File: src/rtl/xbus_pkg.sv
// Constants for the stretchable external data bus engine
package xbus_pkg;
  // ----------------------------------------------------------------
  // Clock relations
  // ----------------------------------------------------------------
  localparam int SYS_PERIOD_NS  = 100;
  localparam int OSC_PERIOD_NS  = 200;   // oscillator_period
  localparam int TICKS_PER_OSC  = OSC_PERIOD_NS / SYS_PERIOD_NS;
  localparam int HALF_TICKS_INT = (TICKS_PER_OSC / 2 < 1) ? 1 : TICKS_PER_OSC / 2;
  localparam logic [7:0] HALF_TICKS = HALF_TICKS_INT[7:0];

  // ----------------------------------------------------------------
  // Stretch selection
  // ----------------------------------------------------------------
  localparam logic [2:0] SEL_RESET      = 3'h1;
  localparam int         SEL_W          = 3;
  localparam int         OSC_PER_MCYC   = 4;
  localparam int         BASE_MCYC      = 2;
  localparam int         STEP_OSC       = 4;   // stretch_interval growth per code
  localparam logic [7:0] MCYC_TICKS     = 8'(OSC_PER_MCYC * TICKS_PER_OSC);
  localparam logic [7:0] STEP_TICKS     = 8'(STEP_OSC * TICKS_PER_OSC);
  localparam logic [7:0] BASE_MCYC_B    = 8'(BASE_MCYC);

  // ----------------------------------------------------------------
  // Event positions, in half oscillator periods from access start
  // ----------------------------------------------------------------
  localparam logic [7:0] P2_AT_H        = 8'h01;
  localparam logic [7:0] P0_AT_H        = 8'h02;
  localparam logic [7:0] ALE_FALL_FAST  = 8'h03;
  localparam logic [7:0] ALE_FALL_SLOW  = 8'h04;
  localparam logic [7:0] STROBE_FAST    = 8'h04;
  localparam logic [7:0] STROBE_SLOW    = 8'h06;
  localparam logic [7:0] WIDTH_FAST     = 8'h04;
  localparam logic [7:0] HOLD_FAST      = 8'h02;
  localparam logic [7:0] HOLD_SLOW      = 8'h04;
  localparam logic [7:0] RELEASE_LEAD   = 8'h01;

  typedef enum logic [0:0] {
    ST_IDLE   = 1'b0,
    ST_ACCESS = 1'b1
  } bus_state_t;
endpackage

File: src/rtl/pin_sync.sv
// Two-stage synchroniser for a byte of pin inputs
`timescale 1ns/10ps
module pin_sync (
  input  wire logic       clk,
  input  wire logic       rst,
  input  wire logic [7:0] din,
  output logic      [7:0] dout
);
  logic [7:0] stage1;

  always_ff @(posedge clk) begin
    if (rst) begin
      stage1 <= 8'h00;
      dout   <= 8'h00;
    end else begin
      stage1 <= din;
      dout   <= stage1;
    end
  end
endmodule // pin_sync

File: src/rtl/stretch_decode.sv
// Stretch code to access event positions, in clock ticks
`timescale 1ns/10ps
module stretch_decode (
  input  wire logic [2:0] code,
  output logic            stretched,
  output logic      [7:0] ale_fall,
  output logic      [7:0] strobe_on,
  output logic      [7:0] strobe_off,
  output logic      [7:0] release_at,
  output logic      [7:0] drive_off,
  output logic      [7:0] last
);
  wire [7:0] code_b   = {5'h00, code};
  // Interval grows one step per code; code seven extrapolates to 28 clocks
  wire [7:0] interval = 8'(code_b * xbus_pkg::STEP_TICKS);
  wire [7:0] width    = stretched ? interval : 8'(xbus_pkg::WIDTH_FAST * xbus_pkg::HALF_TICKS);

  assign stretched  = (code != 3'h0);
  assign ale_fall   = 8'((stretched ? xbus_pkg::ALE_FALL_SLOW : xbus_pkg::ALE_FALL_FAST) * xbus_pkg::HALF_TICKS);
  assign strobe_on  = 8'((stretched ? xbus_pkg::STROBE_SLOW : xbus_pkg::STROBE_FAST) * xbus_pkg::HALF_TICKS);
  assign strobe_off = 8'(strobe_on + width);
  assign release_at = 8'(strobe_on - 8'(xbus_pkg::RELEASE_LEAD * xbus_pkg::HALF_TICKS));
  assign drive_off  = 8'(strobe_off + 8'((stretched ? xbus_pkg::HOLD_SLOW : xbus_pkg::HOLD_FAST)
                                         * xbus_pkg::HALF_TICKS));
  assign last       = 8'(8'(code_b + xbus_pkg::BASE_MCYC_B) * xbus_pkg::MCYC_TICKS - 8'h01);
endmodule // stretch_decode

File: src/rtl/xbus_stretch.sv
// External data move engine with selectable stretch length
// Contract
// Code sets access length, 2 to 9 cycles
// Reset selects code one, three cycles
// Stretch interval is four clocks per code
// Latch strobe high 1.5 or 2 clocks
// Write address held 0.5 or 1 clock
// Strobe follows latch fall 0.5 or 1
// Low address leads strobe 1 or 2
// High address leads strobe 1.5 or 2.5
// Port released half clock before read
// Partner returns data within strobe window
// Partner data valid after latch fall bound
// Partner holds data until strobe rises
// Partner floats data within 1 or 2
// Write data held 1 or 2 clocks
// Latch strobe rises after strobe ends
// Strobe width 2 clocks or interval
// Code seven gives twenty-eight clock interval
`timescale 1ns/10ps
module xbus_stretch (
  input  wire logic        SYS_CLK,
  input  wire logic        RST,
  input  wire logic        SEL_LOAD,
  input  wire logic [2:0]  SEL_DATA,
  output logic      [2:0]  SEL_CODE,
  input  wire logic        REQ_VALID,
  input  wire logic        REQ_WRITE,
  input  wire logic [15:0] REQ_ADDR,
  input  wire logic [7:0]  REQ_WDATA,
  output logic             REQ_READY,
  output logic             RSP_VALID,
  output logic      [7:0]  RSP_RDATA,
  output logic             ALE,
  output logic             RD_N,
  output logic             WR_N,
  output logic      [7:0]  P2_OUT,
  output logic      [7:0]  P0_OUT,
  output logic             P0_OE_N,
  input  wire logic [7:0]  P0_IN
);
  // ----------------------------------------------------------------
  // State
  // ----------------------------------------------------------------
  xbus_pkg::bus_state_t state;
  xbus_pkg::bus_state_t next_state;
  logic [7:0]  cnt;
  logic [2:0]  acc_code;
  logic        acc_write;
  logic [15:0] acc_addr;
  logic [7:0]  acc_wdata;
  logic [7:0]  p0_sync;

  wire        stretched;
  wire [7:0]  ale_fall;
  wire [7:0]  strobe_on;
  wire [7:0]  strobe_off;
  wire [7:0]  release_at;
  wire [7:0]  drive_off;
  wire [7:0]  last;

  stretch_decode u_decode (
    .code       (acc_code),
    .stretched  (stretched),
    .ale_fall   (ale_fall),
    .strobe_on  (strobe_on),
    .strobe_off (strobe_off),
    .release_at (release_at),
    .drive_off  (drive_off),
    .last       (last)
  );

  pin_sync u_sync (
    .clk  (SYS_CLK),
    .rst  (RST),
    .din  (P0_IN),
    .dout (p0_sync)
  );

  // ----------------------------------------------------------------
  // Decoding of the access timeline
  // ----------------------------------------------------------------
  wire active       = (state == xbus_pkg::ST_ACCESS);
  // Ready gates the take so the first edge after reset refuses a request
  wire accept       = (state == xbus_pkg::ST_IDLE) && REQ_VALID && REQ_READY;
  wire done         = active && (cnt == last);
  wire in_strobe    = active && (cnt >= strobe_on) && (cnt < strobe_off);
  wire next_ale     = active && (cnt < ale_fall);
  wire next_rd_n    = !(in_strobe && !acc_write);
  wire next_wr_n    = !(in_strobe && acc_write);
  // Read frees the port one half clock ahead of the strobe
  wire rd_drive     = (cnt >= xbus_pkg::P0_AT_H) && (cnt < release_at);
  wire wr_drive     = (cnt >= xbus_pkg::P0_AT_H) && (cnt < drive_off);
  wire next_p0_en   = active && (acc_write ? wr_drive : rd_drive);
  // Address stays until the strobe edge, then write data takes the port
  wire next_p0_data = acc_write && (cnt >= strobe_on);
  wire [7:0] next_p0 = next_p0_data ? acc_wdata : acc_addr[7:0];
  wire next_p2_ld   = active && (cnt == xbus_pkg::P2_AT_H);
  // Two ticks of synchroniser lag: this is the pin value at the strobe's rising edge
  wire capture      = active && !acc_write && (cnt == 8'(strobe_off + 8'h02));

  always_comb begin
    next_state = state;
    case (state)
      xbus_pkg::ST_IDLE: begin
        if (accept) begin
          next_state = xbus_pkg::ST_ACCESS;
        end
      end
      xbus_pkg::ST_ACCESS: begin
        if (done) begin
          next_state = xbus_pkg::ST_IDLE;
        end
      end
      default: begin
        next_state = xbus_pkg::ST_IDLE;
      end
    endcase
  end

  // ----------------------------------------------------------------
  // Registers
  // ----------------------------------------------------------------
  always_ff @(posedge SYS_CLK) begin
    if (RST) begin
      SEL_CODE <= xbus_pkg::SEL_RESET;
    end else if (SEL_LOAD) begin
      SEL_CODE <= SEL_DATA;
    end
  end

  always_ff @(posedge SYS_CLK) begin
    if (RST) begin
      state <= xbus_pkg::ST_IDLE;
      cnt   <= 8'h00;
    end else begin
      state <= next_state;
      cnt   <= active ? 8'(cnt + 8'h01) : 8'h00;
    end
  end

  // Setting is sampled per access so a mid-access change cannot tear it
  always_ff @(posedge SYS_CLK) begin
    if (RST) begin
      acc_code  <= xbus_pkg::SEL_RESET;
      acc_write <= 1'b0;
      acc_addr  <= 16'h0000;
      acc_wdata <= 8'h00;
    end else if (accept) begin
      acc_code  <= SEL_CODE;
      acc_write <= REQ_WRITE;
      acc_addr  <= REQ_ADDR;
      acc_wdata <= REQ_WDATA;
    end
  end

  always_ff @(posedge SYS_CLK) begin
    if (RST) begin
      ALE     <= 1'b0;
      RD_N    <= 1'b1;
      WR_N    <= 1'b1;
      P0_OE_N <= 1'b1;
      P0_OUT  <= 8'h00;
    end else begin
      ALE     <= next_ale;
      RD_N    <= next_rd_n;
      WR_N    <= next_wr_n;
      P0_OE_N <= !next_p0_en;
      P0_OUT  <= next_p0;
    end
  end

  always_ff @(posedge SYS_CLK) begin
    if (RST) begin
      P2_OUT <= 8'h00;
    end else if (next_p2_ld) begin
      P2_OUT <= acc_addr[15:8];
    end
  end

  always_ff @(posedge SYS_CLK) begin
    if (RST) begin
      REQ_READY <= 1'b0;
      RSP_VALID <= 1'b0;
      RSP_RDATA <= 8'h00;
    end else begin
      REQ_READY <= (next_state == xbus_pkg::ST_IDLE);
      RSP_VALID <= capture;
      if (capture) begin
        RSP_RDATA <= p0_sync;
      end
    end
  end

  // ----------------------------------------------------------------
  // Checks
  // ----------------------------------------------------------------
  logic [7:0] busy_len;
  logic [7:0] low_len;
  wire        strobe_low = !RD_N || !WR_N;

  always_ff @(posedge SYS_CLK) begin
    if (RST) begin
      busy_len <= 8'h00;
      low_len  <= 8'h00;
    end else begin
      busy_len <= REQ_READY ? 8'h00 : 8'(busy_len + 8'h01);
      low_len  <= strobe_low ? 8'(low_len + 8'h01) : 8'h00;
    end
  end
endmodule // xbus_stretch

File: config.mk
export PLATFORM = sky130hd
export DESIGN_NAME = xbus_stretch
export DESIGN_NICKNAME = d
export VERILOG_FILES = /design/src/rtl/xbus_pkg.sv /design/src/rtl/pin_sync.sv /design/src/rtl/stretch_decode.sv /design/src/rtl/xbus_stretch.sv
export SDC_FILE = /design/constraint.sdc
export NUM_CORES = 1
export LEC_CHECK = 0
export BUFFER_PORTS_ARGS = -buffer_cell sky130_fd_sc_hd__buf_2
export CAP_MARGIN = 20
export CELL_PAD_IN_SITES_DETAIL_PLACEMENT = 2
export CELL_PAD_IN_SITES_GLOBAL_PLACEMENT = 2
export CORE_MARGIN = 4
export CORE_UTILIZATION = 33
export CTS_CLUSTER_DIAMETER = 30
export CTS_CLUSTER_SIZE = 16
export DETAILED_ROUTE_END_ITERATION = 10
export PLACE_DENSITY = 0.8
export SYNTH_ARGS = -nofsm -noshare
export SYNTH_HDL_FRONTEND = slang
export SYNTH_SLANG_ARGS = --single-unit
File: constraint.sdc
create_clock -name SYS_CLK -period 2.8 [get_ports SYS_CLK]
set_clock_uncertainty 0.05 [all_clocks]
set_input_delay 0.7 -clock SYS_CLK [delete_from_list [all_inputs] [get_ports SYS_CLK]]
set_output_delay 0.7 -clock SYS_CLK [all_outputs]
set_load 0.005 [all_outputs]
======== Yosys cells after proc, flatten, opt, wreduce, memory -nomap -nowiden ========
Index checks and enable logic that the tools add are counted.
word-level totals
  bits of input ports ..................... 40
  bits in registers ....................... 86
  logic and storage cells ................. 66
  output and inout port bits .............. 33
cells by class
  bitwise gates (word level) .............. 2
  reductions and logical operators ........ 21
  magnitude comparators ................... 6
  muxes and demuxes ....................... 9
  equality and inequality tests ........... 3
  add/subtract/negate cells ............... 7
operator list
  cell                                                                    number
  8-bit < comparator                                                      4
  8-bit adder                                                             2
  8-bit == test                                                           2
  8-bit by 1-bit subtractor with 8-bit output (second input constant)     2
  1-bit logical AND                                                       15
  8-bit by 1-bit adder with 8-bit output (second input constant)          1
  8-bit by 2-bit adder with 8-bit output (second input constant)          1
  8-bit by 1-bit == test with 1-bit output (second input constant)        1
  8-bit by 2-bit >= comparator with 1-bit output (second input constant)  1
  8-bit >= comparator                                                     1
  8-bit 2-to-1 mux                                                        1
  3-bit 2-to-1 mux                                                        2
  6-bit 2-to-1 mux                                                        1
  3-bit by 2-bit adder with 4-bit output (second input constant)          1
  1-bit zero test                                                         4
  1-bit 2-to-1 mux                                                        3
  3-bit nonzero test                                                      1
  2-bit 2-to-1 mux                                                        1
  1-bit inverter                                                          2
  1-bit case mux with 2 select lines                                      1
  2-bit OR reduction                                                      1

======== Longest topological paths before layout ========
Gate-level depths: netlist of the first run.
  depth in word-level cells ............... 9
  gate-level depth with buffers ........... 11
  depth with buffers taken out ............ 11

======== By module ========
A second synthesis of the first run with hierarchy kept.
unflattened totals
  cells, all modules ...................... 533
  area total of the unflattened synthesis .. 4,690.7 um^2
by module, submodules not included
  module          cells each  area an instance (um^2)  sequential area each (um^2)  instances
  xbus_stretch    441         3,773.6                  1,401.3                      1
  pin_sync        33          464.2                    320.3                        1
  stretch_decode  59          452.9                    0.0                          1

======== Least setup slack after synthesis of the first run ========
Ideal clock, no wire load.
  path kind ............................... register to register
  start point ............................. register acc_code[0]
  end point ............................... register RSP_RDATA[0]
  buffers on the path ..................... 1
  slack ................................... 0.559 ns
  required time ........................... 2.678 ns
  stages on the path, launching flop included .. 11
  arrival ................................. 2.119 ns
  clock period less this slack ............ 2.241 ns
  library setup time ...................... 0.072 ns
  cells stage by stage .................... dfxtp_1 inv_1 ha_1 a21oi_1 xor2_1 ha_1 nand2_1 nor4_1 and3_1 buf_2 mux2i_1
between the ends
  cells in the longest elaborated chain, start to end .. 6
  elaborated cells on any way between the ends .. 7
  those cells by class .................... 2 x add/sub; 1 x eq/ne; 2 x mux; 2 x reduce/logical
RTL lines
  item                                                  RTL line                                    source
  start: declaration                                    xbus_stretch.sv:48                          logic [2:0] acc_code;
  start signal: assignment                              xbus_stretch.sv:145                         acc_code <= xbus_pkg::SEL_RESET;
  3-bit nonzero test                                    stretch_decode.sv:18                        assign stretched = (code != 3'h0);
  2-bit 2-to-1 mux or 6-bit 2-to-1 mux (tied branches)  stretch_decode.sv:20, stretch_decode.sv:16
  8-bit adder (*)                                       stretch_decode.sv:21                        assign strobe_off = 8'(strobe_on + width);
  8-bit by 2-bit adder with 8-bit output (*)            xbus_stretch.sv:100                         wire capture = active && !acc_write && (cnt == 8'(strobe_off + 8'h02));
  8-bit == test (*)                                     xbus_stretch.sv:100
  1-bit logical AND (*)                                 xbus_stretch.sv:100
  end signal: assignment                                xbus_stretch.sv:190                         RSP_RDATA <= p0_sync;
  end: declaration                                      xbus_stretch.sv:33                          output logic [7:0] RSP_RDATA,
Every way passes the cells marked *; elsewhere a longest branch is shown, timed or not.
A chain may end at the register's enable or synchronous reset.

======== Final worst setup path of the first run ========
  start point ............................. register acc_code[0]
  end point ............................... register RSP_RDATA[6]
Same word-level chain as after synthesis.

==> summary.txt, run 1 <==
Synth
  – Synth Register Bits: 86
  – Post-synth EDFFs: 0
  – Ys flop type: dfxtp_1
  – Yosys warns: 0
  – Top cells by area, synth: dfxtp_1 (48%), ha_1 (7.6%), mux2i_1 (7.2%)
  – Most common cell in the synthesized netlist: dfxtp_1
  – Seq/Total Area, Yosys: 47.83%
  – Mapped Avg Cell Area: 9.160 sq um
  – Synth unique cells: 38
  – Cells after Synth: 393
  – Synth top area share: 47.83%
  – Cell taking the most area after synthesis: dfxtp_1
  – Post-Syn Area: 3600 sq um
  – Commonest cells in the netlist: dfxtp_1 (86), nand2_1 (63), nand2b_1 (36), a21oi_1 (31), nor2_1 (27)
  – Synth async-reset ratio: 0%

Timing
  – Fmax achieved: 395.6 MHz
  – Slew Limit Fails: 0
  – RSZ-0062 raised after global routing: no
  – Min Hold Slack: 0.3981 ns
  – Hold Fails Final Rpt: 0
  – Worst slew pin tran: 0.8111 ns
  – Setup_tns: 0 ns
  – Rel. slew slack: 45.93%
  – # setup viols final: 0
  – Tcrit/Tclk final: 90.27%
  – Fin crit period: 2.528 ns
  – Final WS setup: 0.2723 ns

Worst hold path
  – Hold WC Path Type: register to register
  – Hold Path Depth: 1

Setup path
  – Worst R2R Path Depth: 9
  – Crit path arrival time: 2.77 ns
  – Setup CP Type: register to register
  – Cell Chain, Critical Path: buf_4, ha_1, a21oi_1, xor2_1, ha_1, nand2_1, nor4_1, and3_2, mux2i_1
  – Required time worst endpoint: 3.05 ns
  – Cell repeated most along the worst path: ha_1
  – Critical path depth: 9
  – Reg2reg setup slack: 0.27 ns
  – Largest delay contributor family on the critical path: simple AND/OR/NAND/NOR gates
  – Critical-path top delay cell: and3_2
  – Slowest cell delay on critical path: 0.40 ns
  – Crit path max fanout: 9
  – Critical Path End Type: register
  – Crit path buffers/inverters: 1
  – Startpoint type of the worst setup path: register

Route
  – Post-DRT Antenna Nets: 0
  – Vias: 2846
  – First DRT Iteration DRCs: 93
  – WL final: 9630 um
  – Vias/cell: 4.735
  – First-pass DRT Iterations: 4
  – Avg WL per Cell: 16.02 um
  – DRC: 0

Clock tree
  – CTS H-tree lvls: 3
  – Root buffer cell: clkbuf_8
  – CTS Sinks: 86
  – CTS tree: yes
  – Clk slew on worst S/H paths: 0.10 ns
  – Max clock buf depth: 2
  – Num CTS Buffers: 9
  – Worst skew pair latency: 0.36 ns

Power and ir drop
  – Pwr/cell area: 539.0 nW/um^2
  – Register share of total power: 56.1%
  – Switching part of the total: 26.75%
  – Max VDD drop: 216.7 uV
  – LEAKAGE: 1.813 nW
  – Power share of the clock group: 35.5%
  – Pint: 1.682 mW
  – Logic pwr share: 8.4%
  – Net switching power: 614.1 uW

Global route
  – Vias in the first global route: 3247
  – First-pass GRT wire length: 16140 um
  – GRT overflow: 0
  – Initial antenna violation count: 0
  – Pin count of the biggest net entering global routing: 91
  – Total GRT Usage: 15.84%

Layout
  – Number of diodes: 0
  – Fill cells: 1200
  – Fin nets: 522
  – P&R area growth vs syn: 18.32%
  – Share of post-route cells with drive strength above 1: 21.51%

Run
  – Max capacitance violation total: 0

Die
  – Die width: 112.4 um
  – I/O Pins: 73
  – Die H: 112.4 um
  – Row count: 37
  – Core Box Area: 10460 sq um
  – Die area: 12640 sq um
  – Initial Util: 34.41%

Status
  – Outcome: finished, final reports clean

Place
  – Gpl congestion: 0.8322
  – Detail Placement HPWL: 7040 um
  – Post-place setup slack: 0.08176 ns
  – Port buffer count: 72
==> per-stage QoR <==
| step | area, sq um | cells | util (%) | total power [mW] |
|---|---|---|---|---|
| after CTS | 4255 | 601 | 40.67 | 2.338 |
| after global routing | 4259 | 601 | 40.71 | 2.428 |
| after global placement | 4076 | 585 | 38.96 | 1.500 |
| after detailed placement | 4076 | 585 | 38.96 | 1.512 |
| final | 4259 | 601 | 40.71 | 2.296 |
| after floorplan | 3603 | 394 | - | 1.426 |
==> placed cells by master (no fill, tap or decap), types with 2 or more instances in the layout <==
master	count
ha_1	22
inv_1	7
clkinv_2	2
nor2_1	26
and3_1	2
buf_2	72
o21ai_0	4
conb_1	2
nand3_1	5
nor2b_1	20
nor4_1	3
buf_4	5
xor2_1	5
a211oi_1	2
inv_6	2
clkbuf_8	9
or3_1	2
mux2i_1	26
nor3_1	5
dfxtp_1	86
nand2_1	63
xnor2_1	5
o21a_1	2
a211o_1	2
nand2b_1	36
a21oi_1	31
==> path summary, 6_finish.rpt <==
path / from / endpoint
worst min register to register: u_sync.stage1[7] / u_sync.dout[7]
worst min-delay path: u_sync.stage1[7] / u_sync.dout[7]
worst max register to register: acc_code[0] / RSP_RDATA[6]
worst max-delay path: acc_code[0] / RSP_RDATA[6]
==> area by class of cell <==
| type | count | area, sq um | share of cell area [%] |
|---|---|---|---|
| Sequential cell | 86 | 1722 | 40.42 |
| Clock inverter | 7 | 55.05 | 1.293 |
| Tap cell | 136 | 170.2 | 3.995 |
| Inverter | 7 | 26.28 | 0.6169 |
| Multi-Input combinational cell | 279 | 1764 | 41.42 |
| Clock buffer | 9 | 123.9 | 2.908 |
| Timing Repair Buffer | 77 | 397.9 | 9.342 |
==> sequential cells by signal, summed over array words and instances (netlist names), 3 cells and up <==
register	flops
u_sync.dout	8
acc_code	3
u_sync.stage1	8
acc_wdata	8
RSP_RDATA	8
P2_OUT	8
SEL_CODE	3
cnt	8
acc_addr	16
P0_OUT	8
==> logic make-up after synthesis <==
kind of cell | count (synthesis) | share of synthesized area, %
AOI/OAI and AO/OA | 46 | 7.265
xor gates and xnor gates | 10 | 2.433
adders and majority gates | 22 | 7.647
buffers and inverters | 29 | 3.441
DFF | 86 | 47.83
muxes | 26 | 7.230
other | 1 | 0.1042
and+or+nand+nor | 173 | 24.05
==> power groups by stage <==
stage	Clock, mW	Sequential (mW)	Combinational [mW]
2_1_floorplan	0	1.31	0.116
3_3_place_gp	0	1.31	0.185
3_5_place_dp	0	1.32	0.195
4_1_cts	0.851	1.29	0.198
5_1_grt	0.914	1.29	0.220
6_report	0.815	1.29	0.193
==> worst register-to-register path: cells and delay by family, from the launching register on <==
kind,cells,cell delay (ns)
and+or+nand+nor,3,0.76
adders and majority gates,2,0.55
DFF,1,0.33
AOI/OAI and AO/OA,1,0.25
muxes,1,0.25
buffers and inverters,1,0.16
xor gates and xnor gates,1,0.11
==> layer usage <==
| metal | vias up | wire [um] | global-route usage, % | part of all wire (%) |
|---|---|---|---|---|
| li1 | 1418 | - | - | - |
| met1 | 1362 | 4109 | 18.33 | 43 |
| met2 | 50 | 5005 | 28.65 | 52 |
| met3 | 16 | 310 | 3.666 | 3.2 |
| met4 | 0 | 204 | 5.288 | 2.1 |
| met5 | - | 0 | 0 | 0 |
==> timing repair <==
item,CTS,global route
buffers inserted,0,0
resized for setup,0,2
hold buffers,0,0
endpoints found under the setup margin,0,10
No activity file was read; power rests on OpenSTA's default activity.
==> run 2: changes to the inputs <==
Clock period 2.8 ns to 2.5 ns, I/O delays scaled along.
==> summary.txt, run 2 (synthesis gave the netlist of run 1 again) <==
Timing
  – Final WS setup: 0.06750 ns (-0.2048 ns)
  – RSZ-0062 raised after global routing: yes
  – Worst slew pin tran: 0.5951 ns (-0.2160 ns)
  – Fin crit period: 2.432 ns (-0.09515 ns)
  – Rel. slew slack: 60.15% (+14 points)
  – Fmax achieved: 411.1 MHz (+3.9%)
  – Hold Fails Final Rpt: 0 (unchanged)
  – Tcrit/Tclk final: 97.30% (+7.0 points)
  – # setup viols final: 0 (unchanged)
  – Slew Limit Fails: 0 (unchanged)

Layout
  – Max reg flops: 16 (unchanged)
  – Largest register by flop count: acc_addr
  – Most common cell after layout, fill and taps aside: dfxtp_1
  – Share of post-route cells with drive strength above 1: 24.16% (+2.7 points)
  – Most frequent cells in the layout: dfxtp_1 (86), buf_2 (72), nand2_1 (63)
  – Final core area utilization: 42.23% (+1.5 points)
  – Fin area: 4418 sq um (+3.7%)
  – Number of diodes: 0 (unchanged)
  – P&R area growth vs syn: 22.73%
  – Fin nets: 533 (+2.1%)

Route
  – Post-DRT Antenna Nets: 0 (unchanged)
  – Vias: 2966 (+4.2%)
  – Avg WL per Cell: 17.00 um (+6.1%)
  – DRC: 0 (unchanged)
  – First-pass DRT Iterations: 4 (unchanged)
  – WL final: 10410 um (+8.0%)
  – First DRT Iteration DRCs: 68 (-27%)
  – Vias/cell: 4.846 (+2.3%)

Clock tree
  – Setup bufs post-CTS: 0 (unchanged)
  – CTS H-tree lvls: 3 (unchanged)
  – Worst skew pair latency: 0.35 ns (about the same)
  – Max clock buf depth: 2 (unchanged)
  – CTS Sinks: 86 (unchanged)
  – CTS tree: yes
  – Num CTS Buffers: 9 (unchanged)
  – Root buffer cell: clkbuf_8
  – Clk slew on worst S/H paths: 0.09 ns (about the same)

Power and ir drop
  – Power share of the clock group: 37.6% (+2.1 points)
  – Switching part of the total: 25.05% (-1.7 points)
  – Max VDD drop: 329.1 uV (+52%)
  – Register share of total power: 53.7% (-2.4 points)
  – LEAKAGE: 1.879 nW (+3.6%)
  – Pwr/cell area: 608.2 nW/um^2 (+13%)
  – Total power: 2.687 mW (+17%)
  – Logic pwr share: 8.8% (+0.4 points)
  – Pint: 2.014 mW (+20%)
  – Net switching power: 673.2 uW (+9.6%)

Global route
  – Vias in the first global route: 3339 (+2.8%)
  – Pin count of the biggest net entering global routing: 91 (unchanged)
  – Initial antenna violation count: 0 (unchanged)
  – Total GRT Usage: 16.61% (+0.77 points)
  – GRT overflow: 0 (unchanged)
  – First-pass GRT wire length: 16860 um (+4.5%)

Setup path
  – Critical path depth: 10 (+1)
  – Setup CP Type: register to register
  – Critical-path top delay cell: ha_1
  – Slowest cell delay on critical path: 0.33 ns (-0.07 ns)
  – R2r startpoint: acc_code[0]
  – Crit path max fanout: 9 (unchanged)
  – Startpoint type of the worst setup path: register
  – Reg-to-Reg End: RSP_RDATA[7]
  – Required time worst endpoint: 2.73 ns (-0.32 ns)
  – Crit path buffers/inverters: 2 (+1)
  – Crit path arrival time: 2.66 ns (-0.11 ns)
  – Reg2reg setup slack: 0.07 ns (-0.20 ns)
  – Critical Path End Type: register
  – Cell repeated most along the worst path: ha_1
  – Cell Chain, Critical Path: buf_4, ha_1, a21oi_2, xor2_1, ha_1, nand2_1, nor4_2, and3_1, buf_12, mux2i_1
  – Worst R2R Path Depth: 10 (+1)
  – Largest delay contributor family on the critical path: simple AND/OR/NAND/NOR gates

Place
  – Area after DPL: 4184 sq um (+2.6%)
  – Port buffer count: 72 (unchanged)
  – Detail Placement HPWL: 7344 um (+4.3%)
  – Post-place setup slack: 0.05669 ns (-0.02506 ns)
  – Gpl congestion: 0.8570 (+3.0%)

Die
  – Row count: 37 (unchanged)
  – Die H: 112.4 um (unchanged)
  – Core Box Area: 10460 sq um (unchanged)
  – I/O Pins: 73 (unchanged)
  – Die width: 112.4 um (unchanged)
  – Initial Util: 34.41% (unchanged)
  – Die area: 12640 sq um (unchanged)

Worst hold path
  – Hold Crit Start: u_sync.stage1[1]
  – Hold Path Depth: 1 (unchanged)
  – Hold WC Path Type: register to register
  – End of the worst hold path: u_sync.dout[1]

Run
  – Max capacitance violation total: 0 (unchanged)

Status
  – Outcome: finished, final reports clean
[run 2: worst reg2reg max path, delay by kind of cell, from the launching register on]
kind / cells / cell delay [ns]
AOI/OAI and AO/OA: 1 / 0.19
xor gates and xnor gates: 1 / 0.09
adders and majority gates: 2 / 0.54
buffers and inverters: 2 / 0.31
DFF: 1 / 0.32
muxes: 1 / 0.22
and+or+nand+nor: 3 / 0.64
[run 2: power by group through the flow]
stage / clock network [mW] / registers, mW / logic, mW
after floorplan: 0 / 1.47 / 0.130
after global placement: 0 / 1.47 / 0.214
after detailed placement: 0 / 1.47 / 0.228
after CTS: 1.04 / 1.44 / 0.235
after global routing: 1.11 / 1.45 / 0.264
final: 1.01 / 1.44 / 0.235
[run 2: layout make-up]
class | count | area [sq um]
Fill cell | 1206 | 6045
Multi-Input combinational cell | 279 | 1785
Sequential cell | 86 | 1722
Timing Repair Buffer | 88 | 505.5
Tap cell | 136 | 170.2
Clock buffer | 10 | 137.6
Clock inverter | 6 | 67.56
Inverter | 7 | 30.03
[run 2: what timing repair did]
item                       in CTS  in global routing
pin swaps                       0                  2
hold buffers                    0                  0
setup endpoints to repair       9                 10
resized for setup               2                  5
[run 2: routing by layer]
layer / part of all wire (%) / vias to the layer above / global-route usage, %
met4: 1.7 / 0 / 5.449
li1: - / 1440 / -
met1: 41 / 1462 / 18.59
met3: 3.6 / 13 / 3.612
met2: 54 / 51 / 31.03
met5: 0 / - / 0
[run 2: how the worst max path moves through the flow]
stage,startpoint,to,slack [ns]
6_report,acc_code[0],RSP_RDATA[7],0.07
5_1_grt,acc_code[1],RSP_RDATA[7],-0.09
4_1_cts,acc_code[1],RSP_RDATA[0],0.03
3_5_place_dp,acc_code[0],P0_OUT[1],0.06
3_3_place_gp,acc_code[0],P0_OUT[7],0.16
2_1_floorplan,acc_code[0],RSP_RDATA[0],0.26
[run 2: per-stage QoR]
step | hold WS, ns | setup TNS (ns) | std cells
5_1_grt | 0.4168 | -0.1606 | 612
3_5_place_dp | 0.3837 | 0 | 596
2_1_floorplan | 0.3638 | 0 | 394
4_1_cts | 0.4079 | 0 | 612
3_3_place_gp | 0.3673 | 0 | 596
6_report | 0.4087 | 0 | 612
==> run 3: changes to the inputs <==
--- a/config.mk
+++ b/config.mk
@@ -17,2 +17,3 @@
 export PLACE_DENSITY = 0.8
+export SKIP_LAST_GASP = 1
 export SYNTH_ARGS = -nofsm -noshare
==> constraint.sdc (replaced) <==
create_clock -name SYS_CLK -period 2.4 [get_ports SYS_CLK]
set_clock_uncertainty 0.05 [all_clocks]
set_input_delay 0.36 -clock SYS_CLK [delete_from_list [all_inputs] [get_ports SYS_CLK]]
set_output_delay 0.36 -clock SYS_CLK [all_outputs]
set_load 0.005 [all_outputs]
==> summary.txt, run 3 (synthesis gave the netlist of run 1 again) <==
Clock tree
  – CTS tree: yes
  – Worst skew pair latency: 0.35 ns (about the same)
  – CTS Sinks: 86 (unchanged)
  – Num CTS Buffers: 9 (unchanged)
  – Max clock buf depth: 2 (unchanged)
  – CTS H-tree lvls: 3 (unchanged)
  – Clk slew on worst S/H paths: 0.09 ns (about the same)
  – Root buffer cell: clkbuf_8

Worst hold path
  – Hold WC Path Type: input port to register
  – Hold Path Depth: 2 (+1)
  – End of the worst hold path: u_sync.stage1[3]
  – Hold Crit Start: P0_IN[3]

Die
  – Core Box Area: 10460 sq um (unchanged)
  – Die width: 112.4 um (unchanged)
  – Die area: 12640 sq um (unchanged)
  – Die H: 112.4 um (unchanged)
  – Initial Util: 34.41% (unchanged)
  – I/O Pins: 73 (unchanged)
  – Row count: 37 (unchanged)

Route
  – Post-DRT Antenna Nets: 0 (unchanged)
  – Vias: 2957 (-0.30%)
  – WL final: 10490 um (+0.83%)
  – First-pass DRT Iterations: 4 (unchanged)
  – Avg WL per Cell: 16.95 um (-0.31%)
  – Vias/cell: 4.777 (-1.4%)
  – First DRT Iteration DRCs: 71 (+4.4%)
  – DRC: 0 (unchanged)

Layout
  – Register area: 1723 sq um (about the same)
  – Max reg flops: 16 (unchanged)
  – Multi-input logic area: 1823 sq um (+2.1%)
  – Fin nets: 540 (+1.3%)
  – Most common cell after layout, fill and taps aside: dfxtp_1
  – P&R area growth vs syn: 25.20%
  – Number of diodes: 0 (unchanged)
  – Fill cells: 1192 (-1.2%)
  – Share of post-route cells with drive strength above 1: 26.29% (+2.1 points)
  – Most frequent cells in the layout: dfxtp_1 (85), buf_2 (72), nand2_1 (63)
  – Largest register by flop count: acc_addr

Timing
  – # setup viols final: 0 (unchanged)
  – Hold Fails Final Rpt: 0 (unchanged)
  – Rel. slew slack: 45.02% (-15 points)
  – Fmax achieved: 443.4 MHz (+7.9%)
  – Slew Limit Fails: 0 (unchanged)
  – Fin crit period: 2.255 ns (-0.1771 ns)
  – Setup_tns: 0 ns (unchanged)
  – Worst slew pin tran: 0.8248 ns (+0.2296 ns)
  – Tcrit/Tclk final: 93.97% (-3.3 points)

Global route
  – Pin count of the biggest net entering global routing: 91 (unchanged)
  – Initial antenna violation count: 0 (unchanged)
  – Vias in the first global route: 3298 (-1.2%)
  – GRT overflow: 0 (unchanged)
  – Total GRT Usage: 16.64% (+0.032 points)
  – First-pass GRT wire length: 16860 um (unchanged)

Setup path
  – Cell Chain, Critical Path: inv_2, ha_4, inv_1, ha_1, or4b_1, o41ai_2, nor3b_2
  – Crit path buffers/inverters: 2 (unchanged)
  – Critical Path End Type: register
  – Required time worst endpoint: 2.63 ns (-0.10 ns)
  – R2r startpoint: acc_code[0]
  – Largest delay contributor family on the critical path: simple AND/OR/NAND/NOR gates
  – Crit path max fanout: 2 (-7)
  – Setup CP Type: register to register
  – Critical Path Start: acc_code[0]
  – Reg2reg setup slack: 0.14 ns (+0.08 ns)
  – Reg-to-Reg End: REQ_READY
  – Critical-path top delay cell: or4b_1
  – Slowest cell delay on critical path: 0.51 ns (+0.18 ns)
  – Crit path arrival time: 2.49 ns (-0.17 ns)
  – Worst R2R Path Depth: 7 (-3)
  – Startpoint type of the worst setup path: register

Power and ir drop
  – Pwr/cell area: 622.3 nW/um^2 (+2.3%)
  – LEAKAGE: 1.909 nW (+1.6%)
  – Max VDD drop: 314.1 uV (-4.6%)
  – Total power: 2.804 mW (+4.4%)

Status
  – Outcome: finished, final reports clean

Place
  – Gpl congestion: 0.8517 (-0.62%)
  – Port buffer count: 72 (unchanged)
  – Detail Placement HPWL: 7268 um (-1.0%)

Run
  – Max capacitance violation total: 0 (unchanged)
-- run 3: layer usage --
metal | track usage [%] | share of wire (%)
met2 | 31.62 | 54
met1 | 18.65 | 40
met4 | 4.808 | 2.4
met3 | 3.288 | 3.5
met5 | 0 | 0
-- run 3: worst max path at each step --
stage,depth (start not counted),slack (ns),end
after floorplan,10,0.16,RSP_RDATA[0]
after global placement,8,0.06,P0_OUT[7]
after detailed placement,8,-0.12,P0_OUT[6]
after CTS,7,0.01,REQ_READY
after global routing,12,-0.002,RSP_RDATA[3]
final,7,0.14,REQ_READY
-- run 3: area by class of cell --
type | instances | share of cell area (%)
clock buffers | 10 | 2.832
clock inverters | 6 | 1.555
inverters | 7 | 0.6663
well taps | 136 | 3.776
flip-flops and latches | 86 | 38.23
multi-input cells | 279 | 40.45
repair buffers | 95 | 12.49
-- run 3: repair_timing --
action                     CTS  global route
buffers inserted             0             4
pin swaps                    0             3
cloned                       0             1
setup endpoints to repair   16            17
resized for setup            2            14
hold buffers                 0             0
hold endpoints to repair     0             0
-- run 3: worst register-to-register path, delay by kind of cell, from the launching register on --
family | cells | cell delay (ns)
compound gates | 1 | 0.40
buf+inv | 2 | 0.09
flops | 1 | 0.36
simple gates | 2 | 0.73
fa+ha+maj | 2 | 0.56
-- run 3: where the power goes --
group | switching [mW] | internal, mW | total (mW)
clock | 0.553 | 0.491 | 1.04
combinational | 0.142 | 0.118 | 0.260
sequential | 0.0261 | 1.47 | 1.50
-- run 3: metrics by stage --
step	instances	hold WS [ns]	util (%)	setup slack (ns)	area (sq um)
after global routing	619	0.1453	43.08	-0.001931	4507
final	619	0.1611	43.08	0.1446	4507
after CTS	614	0.1480	41.96	0.01014	4390
after detailed placement	598	0.3810	40.01	-0.1199	4187
after global placement	598	0.3679	40.01	0.05609	4187
after floorplan	394	0.3638	-	0.1590	3603
